==> src/logic/tbs_pkg.sv <==
/*
 package of the transmit pulse sequencer: register indices, field layouts,
 reset values, timing counts and shared helper functions.
 assumes one clock; pclk stands in for the internal fast clock and one
 pclk cycle stands in for one fine delay step.
*/
package tbs_pkg;

   localparam int NUM_CH = 8;
   localparam int PAT_W  = 64;

   // channel delay word, msb first
   typedef struct packed {
      logic [1:0]  adj_en;
      logic [2:0]  adj_amt;
      logic [13:0] coarse;
      logic [2:0]  fine;
   } tbs_delay_t;

   // firing configuration word, 14 bits, loop enable at bit 10
   typedef struct packed {
      logic        rsvd;
      logic        cw;
      logic        alt;
      logic        loop_en;
      logic [6:0]  div;
      logic [2:0]  len;
   } tbs_cfg_t;

   // register indices; byte address is four times the index
   localparam logic [7:0] IDX_DELAY0 = 8'h00;
   localparam logic [7:0] IDX_DELAY7 = 8'h07;
   localparam logic [7:0] IDX_POS    = 8'h18;
   localparam logic [7:0] IDX_NEG    = 8'h19;
   localparam logic [7:0] IDX_CFG    = 8'h1a;
   localparam logic [7:0] IDX_POS_HI = 8'h20;
   localparam logic [7:0] IDX_NEG_HI = 8'h21;
   localparam logic [7:0] IDX_STATUS = 8'h22;

   localparam logic [1:0]  ADJ_ON       = 2'h2;
   localparam logic [2:0]  FIRE_LATENCY = 3'h6;
   localparam logic [10:0] DIV_ZERO_AS  = 11'h080;
   localparam int          MCLK_SHIFT   = 3;

   localparam logic [63:0] CW_POS    = 64'h5555555555555555;
   localparam logic [63:0] CW_NEG    = 64'haaaaaaaaaaaaaaaa;
   localparam logic [21:0] DELAY_RST = 22'h000000;
   localparam logic [13:0] CFG_RST   = 14'h0000;
   localparam logic [63:0] PAT_RST   = 64'h0000000000000000;

   // status word fields
   localparam int ST_GATE  = 0;
   localparam int ST_INV   = 1;
   localparam int ST_BUSY  = 2;
   localparam int ST_LOOP  = 10;
   localparam int ST_ARMED = 11;

   // length code to bit count: 000 4, 001 8, 010 16, 011 32, 1xx 64
   function automatic logic [6:0] len_bits(input logic [2:0] code);
      len_bits = code[2] ? 7'h40 : (7'h04 << code[1:0]);
   endfunction

   // bit period in fine steps: divider master periods of 8 fine steps
   function automatic logic [10:0] bit_period(input logic [6:0] div);
      logic [10:0] d;
      d = (div == 7'h00) ? DIV_ZERO_AS : {4'h0, div};
      bit_period = d << MCLK_SHIFT;
   endfunction

endpackage

==> src/logic/tbs_channel.sv <==
/*
 one channel of the transmit pulse sequencer: delay count, then shifts
 the pattern lsb first onto the positive and negative drives.
 assumes launch is a one-cycle pulse and the gate level is already synced.
*/
`timescale 1ns/10ps
module tbs_channel (
   input  wire logic               pclk,
   input  wire logic               presetn,
   input  wire logic               gate_on,
   input  wire logic               launch,
   input  wire tbs_pkg::tbs_delay_t delay,
   input  wire logic [63:0]        pos_pat,
   input  wire logic [63:0]        neg_pat,
   input  wire logic               invert,
   input  wire logic               cw,
   input  wire logic [6:0]         len_n,
   input  wire logic [10:0]        period,
   output logic                    pos_drive,
   output logic                    neg_drive,
   output logic                    busy
);

   typedef enum logic [1:0] {CH_IDLE, CH_WAIT, CH_SHIFT, CH_DONE} tbs_ch_state_t;

   tbs_ch_state_t state_reg;
   logic [16:0]   cnt_reg;
   logic [5:0]    bit_reg;
   logic [10:0]   phase_reg;
   logic          adj;
   logic [10:0]   k;
   logic          last_phase;
   logic          last_bit;
   logic          pos_bit;
   logic          neg_bit;
   logic          in_window;
   logic [16:0]   dcount;

   assign adj        = delay.adj_en == tbs_pkg::ADJ_ON;
   assign k          = {8'h00, delay.adj_amt};
   assign dcount     = {delay.coarse, delay.fine};
   assign last_phase = phase_reg == period - 11'h001;
   assign last_bit   = {1'b0, bit_reg} == len_n - 7'h01;
   assign pos_bit    = pos_pat[bit_reg] ^ invert;
   assign neg_bit    = neg_pat[bit_reg] ^ invert;
   assign in_window  = phase_reg >= k && phase_reg + k < period;
   assign busy       = state_reg == CH_WAIT || state_reg == CH_SHIFT;

   always_ff @(posedge pclk or negedge presetn)
   begin
      if (!presetn)
      begin
         state_reg <= CH_IDLE;
         cnt_reg   <= 17'h00000;
         bit_reg   <= 6'h00;
         phase_reg <= 11'h000;
      end
      else if (!gate_on)
      begin
         state_reg <= CH_IDLE;
         bit_reg   <= 6'h00;
         phase_reg <= 11'h000;
      end
      else
      begin
         unique case (state_reg)
            CH_IDLE:
               if (launch)
               begin
                  cnt_reg   <= dcount;
                  state_reg <= (dcount == 17'h00000) ? CH_SHIFT : CH_WAIT;
               end
            CH_WAIT:
            begin
               cnt_reg <= cnt_reg - 17'h00001;
               if (cnt_reg == 17'h00001)
                  state_reg <= CH_SHIFT;
            end
            CH_SHIFT:
               if (last_phase)
               begin
                  phase_reg <= 11'h000;
                  if (!last_bit)
                     bit_reg <= bit_reg + 6'h01;
                  else if (cw)
                     bit_reg <= 6'h00;
                  else
                     state_reg <= CH_DONE;
               end
               else
                  phase_reg <= phase_reg + 11'h001;
            CH_DONE:
               state_reg <= CH_DONE;
         endcase
      end
   end

   // drive outputs
   always_ff @(posedge pclk or negedge presetn)
   begin
      if (!presetn)
      begin
         pos_drive <= 1'b0;
         neg_drive <= 1'b0;
      end
      else
      begin
         pos_drive <= gate_on && state_reg == CH_SHIFT && pos_bit
                      && (!adj || (in_window && !neg_bit));
         neg_drive <= gate_on && state_reg == CH_SHIFT && neg_bit;
      end
   end

   no_overlap_a: assert property (@(posedge pclk) disable iff (!presetn)
      adj |-> !(pos_drive && neg_drive))
      else $error("drives overlap with adjust on");

   quiet_gate_low_a: assert property (@(posedge pclk) disable iff (!presetn)
      !gate_on ##1 !gate_on |=> !pos_drive && !neg_drive)
      else $error("drive active while gate low");

   delay_expiry_a: assert property (@(posedge pclk) disable iff (!presetn)
      (gate_on && state_reg == CH_WAIT && cnt_reg == 17'h00001) |=> state_reg == CH_SHIFT)
      else $error("pattern did not start at delay end");

   cw_wrap_a: assert property (@(posedge pclk) disable iff (!presetn)
      (gate_on && cw && state_reg == CH_SHIFT && last_phase && last_bit) ##1 gate_on
      |-> state_reg == CH_SHIFT && bit_reg == 6'h00)
      else $error("continuous pattern did not wrap");

   finite_end_a: assert property (@(posedge pclk) disable iff (!presetn)
      (gate_on && !cw && state_reg == CH_SHIFT && last_phase && last_bit) ##1 gate_on
      |-> state_reg == CH_DONE)
      else $error("finite pattern did not stop at length");

   adjust_fire_c: cover property (@(posedge pclk) disable iff (!presetn)
      adj && pos_drive ##1 !pos_drive);

endmodule

==> src/logic/tbs_sequencer.sv <==
/*
 top of the eight-channel transmit pulse sequencer: apb register file,
 fire gate synchroniser, start latency, polarity alternation, channels.
 assumes an apb3 master on pclk and a fire gate pin from outside the domain.
*/
// Summary of operation
// with adjust on, positive drive starts k fine steps late, 2k shorter.
// with adjust on, positive and negative drives never overlap.
// adjust field 00 disables adjust; 10 enables it.
// delay word holds adjust enable, adjust amount, coarse count, fine count.
// programmed delay is counted after a fixed start latency.
// continuous mode uses preset patterns 1,0 positive and 0,1 negative.
// continuous mode ignores writes to shared pattern registers.
// continuous mode repeats the pattern with no gap.
// configuration is 14 bits: reserved, cw, alternate, loop, divider, length.
// continuous bit 1 selects continuous firing, 0 finite firing.
// each pattern bit lasts divider master clock periods.
// length code 000 fires 4 bits, 001 fires 8 bits.
// delay registers keep contents across firings and mode changes.
// after gate rise, wait 6 internal cycles before counting delay.
// pattern starts when the delay count reaches its programmed value.
// controller holds the fire gate high until every channel finished.
// alternate mode fires plain then inverted on successive transmissions; the design never inverts in continuous mode.
// next gate rise after a plain firing outputs the inverted pattern; in continuous mode the design outputs it plain.
// without the alternate bit every firing is plain.
// controller lowers the gate between firings for reception.
// pattern bits go out lsb first up to the programmed length.
// one coarse step is eight fine steps.
// loop enable is bit 10 of configuration; firing needs it set.
// length code 111 selects 64 bits.
// gate low returns channels to idle with drives inactive.
`timescale 1ns/10ps
module tbs_sequencer #(
   parameter int NUM_CH = tbs_pkg::NUM_CH
) (
   input  wire logic              pclk,
   input  wire logic              presetn,
   input  wire logic [7:0]        paddr,
   input  wire logic              psel,
   input  wire logic              penable,
   input  wire logic              pwrite,
   input  wire logic [31:0]       pwdata,
   output logic      [31:0]       prdata,
   output logic                   pready,
   output logic                   pslverr,
   input  wire logic              fire_gate,
   output logic      [NUM_CH-1:0] pos_drive,
   output logic      [NUM_CH-1:0] neg_drive
);

   ////////////////////////////////////////////////////////////////////////
   // declarations

   tbs_pkg::tbs_delay_t delay_reg [NUM_CH];
   tbs_pkg::tbs_cfg_t   cfg_reg;
   logic [63:0]         pos_pat_reg;
   logic [63:0]         neg_pat_reg;
   logic [31:0]         prdata_reg;
   logic [31:0]         rd_next;
   logic [31:0]         status;
   logic [7:0]          idx;
   logic                aligned;
   logic                hit;
   logic                wr_en;
   logic                rd_setup;
   logic [2:0]          sync_reg;
   logic                gate_reg;
   logic                gate_prev_reg;
   logic                gate_rise;
   logic                gate_fall;
   logic [2:0]          lat_reg;
   logic                launch;
   logic                armed_reg;
   logic                fired_reg;
   logic                inv_reg;
   logic                invert;
   logic [63:0]         pos_sel;
   logic [63:0]         neg_sel;
   logic [6:0]          len_n;
   logic [10:0]         period;
   logic [NUM_CH-1:0]   busy;

   ////////////////////////////////////////////////////////////////////////
   // apb decode

   assign idx      = {2'h0, paddr[7:2]};
   assign aligned  = paddr[1:0] == 2'h0;
   assign hit      = aligned && (idx <= tbs_pkg::IDX_DELAY7
                                 || idx == tbs_pkg::IDX_POS
                                 || idx == tbs_pkg::IDX_NEG
                                 || idx == tbs_pkg::IDX_CFG
                                 || idx == tbs_pkg::IDX_POS_HI
                                 || idx == tbs_pkg::IDX_NEG_HI
                                 || idx == tbs_pkg::IDX_STATUS);
   assign wr_en    = psel && penable && pwrite && hit;
   assign rd_setup = psel && !penable && !pwrite;
   assign pready   = 1'b1;
   assign pslverr  = psel && penable && !hit;
   assign prdata   = prdata_reg;

   ////////////////////////////////////////////////////////////////////////
   // delay registers, kept until reset

   always_ff @(posedge pclk or negedge presetn)
   begin
      if (!presetn)
      begin
         for (int i = 0; i < NUM_CH; i++)
            delay_reg[i] <= tbs_pkg::DELAY_RST;
      end
      else
      begin
         for (int i = 0; i < NUM_CH; i++)
            if (wr_en && idx == tbs_pkg::IDX_DELAY0 + 8'(i))
               delay_reg[i] <= pwdata[21:0];
      end
   end

   ////////////////////////////////////////////////////////////////////////
   // configuration register

   always_ff @(posedge pclk or negedge presetn)
   begin
      if (!presetn)
         cfg_reg <= tbs_pkg::CFG_RST;
      else if (wr_en && idx == tbs_pkg::IDX_CFG)
      begin
         cfg_reg      <= pwdata[13:0];
         cfg_reg.rsvd <= 1'b0;
      end
   end

   ////////////////////////////////////////////////////////////////////////
   // shared pattern registers, locked in continuous mode

   always_ff @(posedge pclk or negedge presetn)
   begin
      if (!presetn)
      begin
         pos_pat_reg <= tbs_pkg::PAT_RST;
         neg_pat_reg <= tbs_pkg::PAT_RST;
      end
      else if (wr_en && !cfg_reg.cw)
      begin
         if (idx == tbs_pkg::IDX_POS)
            pos_pat_reg[31:0] <= pwdata;
         if (idx == tbs_pkg::IDX_POS_HI)
            pos_pat_reg[63:32] <= pwdata;
         if (idx == tbs_pkg::IDX_NEG)
            neg_pat_reg[31:0] <= pwdata;
         if (idx == tbs_pkg::IDX_NEG_HI)
            neg_pat_reg[63:32] <= pwdata;
      end
   end

   ////////////////////////////////////////////////////////////////////////
   // read mux and read data register

   always_comb
   begin
      status                        = 32'h00000000;
      status[tbs_pkg::ST_GATE]      = gate_reg;
      status[tbs_pkg::ST_INV]       = invert;
      status[tbs_pkg::ST_BUSY +: 8] = 8'(busy);
      status[tbs_pkg::ST_LOOP]      = cfg_reg.loop_en;
      status[tbs_pkg::ST_ARMED]     = armed_reg;
      rd_next                       = 32'h00000000;
      if (idx <= tbs_pkg::IDX_DELAY7)
         rd_next = {10'h000, delay_reg[idx[2:0]]};
      else if (idx == tbs_pkg::IDX_POS)
         rd_next = pos_pat_reg[31:0];
      else if (idx == tbs_pkg::IDX_POS_HI)
         rd_next = pos_pat_reg[63:32];
      else if (idx == tbs_pkg::IDX_NEG)
         rd_next = neg_pat_reg[31:0];
      else if (idx == tbs_pkg::IDX_NEG_HI)
         rd_next = neg_pat_reg[63:32];
      else if (idx == tbs_pkg::IDX_CFG)
         rd_next = {18'h00000, cfg_reg};
      else if (idx == tbs_pkg::IDX_STATUS)
         rd_next = status;
   end

   always_ff @(posedge pclk or negedge presetn)
   begin
      if (!presetn)
         prdata_reg <= 32'h00000000;
      else if (rd_setup)
         prdata_reg <= (aligned && hit) ? rd_next : 32'h00000000;
   end

   ////////////////////////////////////////////////////////////////////////
   // fire gate synchroniser: third and second stage must agree

   always_ff @(posedge pclk or negedge presetn)
   begin
      if (!presetn)
         sync_reg <= 3'h0;
      else
         sync_reg <= {sync_reg[1:0], fire_gate};
   end

   always_ff @(posedge pclk or negedge presetn)
   begin
      if (!presetn)
      begin
         gate_reg      <= 1'b0;
         gate_prev_reg <= 1'b0;
      end
      else
      begin
         if (sync_reg[1] == sync_reg[2])
            gate_reg <= sync_reg[2];
         gate_prev_reg <= gate_reg;
      end
   end

   assign gate_rise = gate_reg && !gate_prev_reg;
   assign gate_fall = !gate_reg && gate_prev_reg;

   ////////////////////////////////////////////////////////////////////////
   // start latency after gate rise

   always_ff @(posedge pclk or negedge presetn)
   begin
      if (!presetn)
         lat_reg <= 3'h0;
      else if (!gate_reg)
         lat_reg <= 3'h0;
      else if (gate_rise && cfg_reg.loop_en)
         lat_reg <= tbs_pkg::FIRE_LATENCY;
      else if (lat_reg != 3'h0)
         lat_reg <= lat_reg - 3'h1;
   end

   assign launch = gate_reg && lat_reg == 3'h1;

   always_ff @(posedge pclk or negedge presetn)
   begin
      if (!presetn)
         armed_reg <= 1'b0;
      else if (!gate_reg)
         armed_reg <= 1'b0;
      else if (gate_rise && cfg_reg.loop_en)
         armed_reg <= 1'b1;
   end

   ////////////////////////////////////////////////////////////////////////
   // polarity alternation between transmissions

   always_ff @(posedge pclk or negedge presetn)
   begin
      if (!presetn)
         fired_reg <= 1'b0;
      else if (gate_fall)
         fired_reg <= 1'b0;
      else if (launch)
         fired_reg <= 1'b1;
   end

   always_ff @(posedge pclk or negedge presetn)
   begin
      if (!presetn)
         inv_reg <= 1'b0;
      else if (!cfg_reg.alt)
         inv_reg <= 1'b0;
      else if (gate_fall && fired_reg)
         inv_reg <= !inv_reg;
   end

   assign invert = inv_reg && !cfg_reg.cw;

   ////////////////////////////////////////////////////////////////////////
   // pattern and timing selection

   assign pos_sel = cfg_reg.cw ? tbs_pkg::CW_POS : pos_pat_reg;
   assign neg_sel = cfg_reg.cw ? tbs_pkg::CW_NEG : neg_pat_reg;
   assign len_n   = tbs_pkg::len_bits(cfg_reg.len);
   assign period  = tbs_pkg::bit_period(cfg_reg.div);

   ////////////////////////////////////////////////////////////////////////
   // channels

   for (genvar c = 0; c < NUM_CH; c++)
   begin : g_ch
      tbs_channel u_ch (
         .pclk      (pclk),
         .presetn   (presetn),
         .gate_on   (gate_reg),
         .launch    (launch),
         .delay     (delay_reg[c]),
         .pos_pat   (pos_sel),
         .neg_pat   (neg_sel),
         .invert    (invert),
         .cw        (cfg_reg.cw),
         .len_n     (len_n),
         .period    (period),
         .pos_drive (pos_drive[c]),
         .neg_drive (neg_drive[c]),
         .busy      (busy[c])
      );
   end

   ////////////////////////////////////////////////////////////////////////
   // checks

   start_latency_a: assert property (@(posedge pclk) disable iff (!presetn)
      (gate_rise && cfg_reg.loop_en) ##1 gate_reg [*5] |=> launch)
      else $error("launch not six cycles after gate rise");

   no_early_launch_a: assert property (@(posedge pclk) disable iff (!presetn)
      gate_rise |-> !launch ##1 !launch [*4])
      else $error("launch before start latency");

   cw_pattern_lock_a: assert property (@(posedge pclk) disable iff (!presetn)
      (wr_en && cfg_reg.cw) |=> pos_pat_reg == $past(pos_pat_reg)
                               && neg_pat_reg == $past(neg_pat_reg))
      else $error("pattern changed in continuous mode");

   cfg_reserved_a: assert property (@(posedge pclk) disable iff (!presetn)
      !cfg_reg.rsvd)
      else $error("reserved configuration bit set");

   invert_toggle_a: assert property (@(posedge pclk) disable iff (!presetn)
      (gate_fall && fired_reg && cfg_reg.alt) ##1 cfg_reg.alt
      |-> inv_reg != $past(inv_reg))
      else $error("polarity did not alternate");

   plain_only_a: assert property (@(posedge pclk) disable iff (!presetn)
      !cfg_reg.alt |=> !inv_reg || cfg_reg.alt)
      else $error("inverted firing without alternate mode");

   delay_hold_a: assert property (@(posedge pclk) disable iff (!presetn)
      !(wr_en && idx <= tbs_pkg::IDX_DELAY7)
      |=> delay_reg[0] == $past(delay_reg[0]) && delay_reg[7] == $past(delay_reg[7]))
      else $error("delay word changed without a write");

   cw_firing_c: cover property (@(posedge pclk) disable iff (!presetn)
      cfg_reg.cw && launch ##[1:300] pos_drive[0]);

   inverted_firing_c: cover property (@(posedge pclk) disable iff (!presetn)
      invert && launch);

   finite_firing_c: cover property (@(posedge pclk) disable iff (!presetn)
      !cfg_reg.cw && launch ##[1:300] neg_drive[0]);

endmodule

==> config.mk <==
export PLATFORM = sky130hd
export DESIGN_NAME = tbs_sequencer
export DESIGN_NICKNAME = d
export VERILOG_FILES = /design/src/logic/tbs_pkg.sv /design/src/logic/tbs_channel.sv /design/src/logic/tbs_sequencer.sv
export SDC_FILE = /design/constraint.sdc
export NUM_CORES = 2
export LEC_CHECK = 0
export ABC_AREA = 0
export BUFFER_PORTS_ARGS = -buffer_cell sky130_fd_sc_hd__buf_2
export CAP_MARGIN = 20
export CORE_MARGIN = 2
export CORE_UTILIZATION = 45
export DETAILED_ROUTE_END_ITERATION = 6
export GPL_TIMING_DRIVEN = 0
export HOLD_SLACK_MARGIN = 0.05
export PLACE_DENSITY = 0.62
export SETUP_SLACK_MARGIN = 0.3
export SLEW_MARGIN = 15
export SYNTH_ARGS = -nofsm -noshare
export SYNTH_HDL_FRONTEND = slang
export SYNTH_SLANG_ARGS = --single-unit
==> constraint.sdc <==
create_clock -name pclk -period 9.9 [get_ports pclk]
set_input_delay 1.98 -clock pclk [delete_from_list [all_inputs] [get_ports pclk]]
set_output_delay 1.98 -clock pclk [all_outputs]
set_load 0.05 [all_outputs]
== After elaboration in Yosys (flattened, before gate mapping) ==
Index checks and enable logic that the tools add are counted.

* Register bits after elaboration: 664
* Latch bits: 0
* Memory bits (writable): 0
* Bits in read-only memories: 0
* Input bits: 46
* Output and inout bits: 50
* Word-level logic and storage cells: 682
* Memories kept: 0

* Add/sub/neg operators: 35
* Multiply operators: 0
* Div/mod/pow operators: 0
* Magnitude comparators: 26
* Eq/ne operators: 146
* Shift-type cells: 1
* Multiplexer cells: 186
* Bitwise gates (word level): 17
* Reduce and logical (&&, ||, !) cells: 174

{| class="wikitable"
|+ Operator list
! kind !! number
|-
| 17-bit case mux with 2 select lines || 8
|-
| 11-bit 2-to-1 mux || 24
|-
| 6-bit 2-to-1 mux || 33
|-
| 32-bit 2-to-1 mux || 6
|-
| 17-bit by 1-bit equality test with 1-bit output, second input constant || 8
|-
| 17-bit zero test || 8
|-
| 17-bit 2-to-1 mux || 8
|-
| 17-bit by 1-bit subtractor with 17-bit output, second input constant || 8
|-
| 64-bit 2-to-1 mux || 2
|-
| 2-bit 2-to-1 mux || 49
|-
| 1-bit binary-select mux with 6-bit select || 16
|-
| 3-bit != test, second input constant || 31
|-
| 11-bit by 1-bit adder with 11-bit output, second input constant || 8
|-
| 11-bit by 3-bit adder with 11-bit output || 8
|-
| 11-bit equality test || 8
|-
| 11-bit by 3-bit >= comparator with 1-bit output || 8
|-
| 11-bit less-than comparator || 8
|-
| 1-bit logical AND || 72
|-
| 22-bit binary-select mux with 3-bit select || 1
|-
| 2-bit case mux with 4 select lines || 8
|-
| 6-bit by 7-bit equality test with 1-bit output || 8
|-
| 6-bit by 7-bit less-than comparator with 1-bit output, second input constant || 8
|-
| 3-bit by 2-bit != test with 1-bit output, second input constant || 17
|-
| 6-bit by 1-bit adder with 6-bit output, second input constant || 8
|-
| other kinds (37) || 222
|}

== Logic depth before layout (Yosys ltp) ==
* Depth after elaboration: 11
* Depth in mapped cells: 19
* Mapped depth without buffers: 18

== Cells and area by module ==
A second synthesis with hierarchy kept.

* Cell total of the unflattened synthesis: 5,511
* Area, all modules: 52,928.3 µm²

{| class="wikitable"
|+ Modules (own cells, without submodules)
! module !! instances !! cells an instance !! area an instance (µm²) !! sequential area each (µm²)
|-
| tbs_channel (g_ch[0].u_ch ...) || 6 || 515 || 4,430.5 || 950.9
|-
| tbs_sequencer || 1 || 1,376 || 17,196.5 || 9,008.6
|-
| tbs_channel (g_ch[7].u_ch) || 1 || 529 || 4,588.2 || 950.9
|-
| tbs_channel (g_ch[6].u_ch) || 1 || 516 || 4,560.6 || 950.9
|}

== Worst setup path before layout ==
Ideal clock, no wire load.

* Path type: input to output
* Start: input port paddr[4]
* End: output port pslverr
* Arrival: 3.206 ns
* Slack: 4.714 ns
* Cell stages on the path: 6
* Path buffers: 1
* Cells stage by stage: clkbuf_1 > a21oi_1 > o21a_1 > a31oi_1 > or3_1 > and3_1

* Cells in the longest elaborated chain, start to end: 10
* Elaborated cells between the ends (all ways): 16

{| class="wikitable"
|+ Ends and longest elaborated chain
! item !! RTL line !! text
|-
| start, declared || tbs_sequencer.sv:38 || <nowiki>input wire logic [7:0] paddr,</nowiki>
|-
| 6-bit by 3-bit <= comparator with 1-bit output / 6-bit by 5-bit equality test with 1-bit output (equally long branches) || tbs_sequencer.sv:88, tbs_sequencer.sv:89 ||
|-
| 1-bit logical OR || tbs_sequencer.sv:89 || <nowiki>|| idx == tbs_pkg::IDX_POS</nowiki>
|-
| 1-bit logical OR || tbs_sequencer.sv:90 || <nowiki>|| idx == tbs_pkg::IDX_NEG</nowiki>
|-
| 1-bit logical OR || tbs_sequencer.sv:91 || <nowiki>|| idx == tbs_pkg::IDX_CFG</nowiki>
|-
| 1-bit logical OR || tbs_sequencer.sv:92 || <nowiki>|| idx == tbs_pkg::IDX_POS_HI</nowiki>
|-
| 1-bit logical OR || tbs_sequencer.sv:93 || <nowiki>|| idx == tbs_pkg::IDX_NEG_HI</nowiki>
|-
| 1-bit logical OR * || tbs_sequencer.sv:94 || <nowiki>|| idx == tbs_pkg::IDX_STATUS);</nowiki>
|-
| 1-bit logical AND * || tbs_sequencer.sv:88 || <nowiki>assign hit = aligned && (idx <= tbs_pkg::IDX_DELAY7</nowiki>
|-
| 1-bit zero test * || tbs_sequencer.sv:98 || <nowiki>assign pslverr = psel && penable && !hit;</nowiki>
|-
| 1-bit logical AND * || tbs_sequencer.sv:98 ||
|-
| end, declared || tbs_sequencer.sv:45 || <nowiki>output logic pslverr,</nowiki>
|}

Mark *: on every way between the ends. The rest lies on a longest branch, timed or not.

== Final worst setup path ==
Ends and elaborated chain as after synthesis.

==> summary.md <==
| Metric | Value |
|---|---|
| Run status | `complete, but fails checks` |
| Violated checks | `design-rule violations` |
| Hold Vio Cnt, Final | `0` |
| Critical path start-end classification | `input pin to primary output` |
| Share of the clock period used by the worst path after layout | `0.578` |
| Post-place setup slack | `3.86 ns` |
| Seq cells post-synth | `approximately 660` |
| Chip Width | `332 microns` |
| Final Cell Area | `0.0536 sq mm` |
| Worst-case clock buffer depth | `3` |
| Crit-path max cell delay | `0.51 ns` |
| Most instantiated flip-flop cell in the synthesis netlist | `dfrtp_1` |
| TritonRoute pass-1 iters | `7` |
| Post-route clock skew | `about 0.046 ns` |
| CP endpoint kind | `primary output` |
| Setup repair after global routing missed its margin | `false` |
| Number of pins with negative max-slew slack in the final report | `0` |
| Drt wl/cell | `31.1 microns` |
| Global-route wire length before repair | `291000 microns` |
| Critical Path AT | `3.74 ns` |
| Maximum number of pins on one net before global-route repair | `100` |
| Aggregate global-route resource usage | `0.359` |
| Layout Nets | `5216` |
| Peak Freq | `175 MHz` |
| Num CTS Buffers | `79` |
| Post-detailed-route via-to-cell ratio | `6.78` |
| # hold bufs at CTS | `0` |
| Core Rows | `120` |
| Signed area change from the synthesized netlist to the final layout | `10.8%` |
| Setup WS post-layout | `4.18 ns` |
| Number of clock sinks | `between 600 and 700` |
| Global-route layer with the greatest usage | `met2` |
| Final critical delay including setup and external delays | `5.72 ns` |
| Number of enable-type register cells in the synthesized netlist | `0` |
| GR Layer Usage met2 | `0.538` |
| Seq/Total Area, Yosys | `0.344` |
| DRT antenna net count | `0` |
| Top-Level Pins | `96` |
| Power per unit of standard cell area | `164 mW/mm^2` |
| Fraction of layout cells with a size suffix above 1 | `0.189` |
| Critical path required time | `about 7.9 ns` |
| Final hold slack | `0.346 ns` |
| Starting Density | `0.453` |
| Crit path cell chain | `clkbuf_1 > a21oi_1 > o21a_1 > a31oi_1 > or3_1 > and3_1 > buf_2` |
| Clock latency on the worst-skew pair | `0.70 ns` |
| Global routing met1 resource utilization | `0.484` |
| Number of antenna violations at the first check in global routing | `8` |
| DRC violation total after the first TritonRoute iteration | `5460` |
| Count of buffering cells on the critical path with inverters included | `2` |
| Mapped Area | `0.0483 sq mm` |
| Synthesized instance count | `4803` |
| Weighted congestion reported at the end of routability-driven placement | `between 1 and 1.5` |
| Area of the die | `0.110 sq mm` |
| Placed wire-length estimate | `approximately 150000 microns` |
| Number of instances resized during post-cts repair | `0` |
| Clock-pin slew on the worst setup and hold paths | `approximately 0.05 ns` |
| Maximum VDD drop | `160 uV` |
| P_leak | `21.6 nW` |
| Master of the slowest instance on the critical path | `clkbuf_1` |
| Relative slew slack | `0.206` |
| Kind of start point of the critical path | `input pin` |
| Number of max-cap violations | `0` |
| CTS tree | `done` |
| Total detailed-routing wirelength | `between 200000 and 250000 microns` |
| Largest delay contributor family on the critical path | `buffers and inverters` |
| Flip-flop count of the largest register after layout | `176` |
| Drt drc | `7` |
| Number of placed cells counting well taps | `6308` |
| Core region area | `0.107 sq mm` |
| Measured slew at the worst slew-check pin | `1.18 ns` |
| Syn Nets | `5030` |
| DR vias | `43800` |
| Tightest Hold Check Type | `flip-flop to flip-flop` |
| Buffers inserted during post-CTS setup optimization | `0` |
| Post-synthesis average cell area | `10.1 sq um` |
| Via count of the first global-routing pass | `between 40000 and 50000` |
| Fraction of registers with async set or reset after synthesis | `1.00` |
| Core Util, Final | `0.502` |
| Count of unique library cells instantiated by Yosys | `95` |
| Crit path max fanout | `9` |
| Post-layout instance count excluding filler cells | `6459` |
| Area after detailed placement | `0.0508 sq mm` |
| Final setup vio count | `0` |
| Ys Warns | `0` |
| Vertical extent of the die | `332 microns` |
| Buffer cell driving the clock tree root | `clkbuf_16` |
| Met3 track demand over resource | `0.0818` |
| Residual overflow from global routing | `0` |
| Count of buffers inserted at the top-level ports | `93` |
| Depth of the CTS H-tree | `3` |
[synth_stat cells (126+ instances only)]
library cell / number / area [sq um]
a21oi_1: 258 / 1290
clkbuf_1: 290 / 1090
dfrtp_1: 664 / 16600
ha_1: 181 / 2260
inv_1: 130 / 488
mux2_2: 340 / 3830
mux2i_1: 140 / 1400
mux4_2: 287 / 6460
nand2_1: 302 / 1130
nand3_1: 168 / 841
nor2_1: 314 / 1180
o21ai_0: 275 / 1380
o22ai_1: 126 / 788
[where the power goes]
part / internal [mW] / total, mW / switching [mW]
combinational: 0.834 / 2.27 / 1.44
sequential: 3.03 / 3.43 / 0.394
clock: 1.76 / 3.08 / 1.31
[kinds of logic (layout without fill, tap and decap cells)]
kind of cell,after synthesis,count (layout),synth area share
compound gates,1073,1073,0.140
xor+xnor,154,154,0.0335
fa+ha+maj,182,182,0.0471
buf+inv,538,786,0.0435
flops,664,664,0.344
mux,778,778,0.244
other cells,1,6,0.0000776
simple gates,1413,1413,0.148
[metrics by stage]
step	setup TNS (ns)	total power, mW
after floorplan	0	4.90
after global placement	-5218.86	5.61
after detailed placement	0	5.67
after CTS	0	8.75
after global routing	0	9.20
final	0	8.78
[final cells by class]
type | instances | area, sq um
clock inverters | 37 | 527
plain buffers | 402 | 1600
multi-input cells | 3601 | 29600
repair buffers | 105 | 733
diodes | 5 | 12.5
inverters | 136 | 510
flip-flops and latches | 664 | 16600
fillers | 9851 | 53200
clock buffers | 106 | 2190
well taps | 1403 | 1760
[layer usage]
| layer | share of wire | up-vias | routed length [microns] |
|---|---|---|---|
| li1 | - | 18500 | - |
| met1 | 0.40 | 21900 | 79800 |
| met2 | 0.43 | 2824 | 87400 |
| met3 | 0.10 | 586 | 21000 |
| met4 | 0.064 | 4 | 12800 |
| met5 | 0.00013 | - | 27 |
[final timing paths]
check / slack [ns] / endpoint / start / cells past startpoint
worst max-delay path: 4.18 / pslverr / paddr[4] / 7
max in group asynchronous: 6.21 / neg_pat_reg[58]$_DFFE_PN0P_ / presetn / 6
min in group asynchronous: 1.19 / g_ch[1].u_ch.phase_reg[8]$_DFFE_PN0P_ / presetn / 1
worst max register to register: 4.37 / g_ch[3].u_ch.pos_drive$_DFF_PN0_ / cfg_reg[12]$_DFFE_PN0P_ / 14
worst min register to register: 0.35 / sync_reg[1]$_DFF_PN0_ / sync_reg[0]$_DFF_PN0_ / 0
worst min-delay path: 0.35 / sync_reg[1]$_DFF_PN0_ / sync_reg[0]$_DFF_PN0_ / 0
[placed cells by master (no fill, tap or decap), types with 101 or more instances in the layout]
cell type,count
mux2i_1,140
nor2_1,314
mux2_2,340
inv_1,130
mux4_2,287
nand2b_1,101
buf_2,109
ha_1,181
nor3_1,109
o21ai_0,275
nand2_1,302
o22ai_1,126
nand3_1,168
a21oi_1,258
dfrtp_1,664
clkbuf_1,303
No activity file was read; power rests on OpenSTA's default activity.
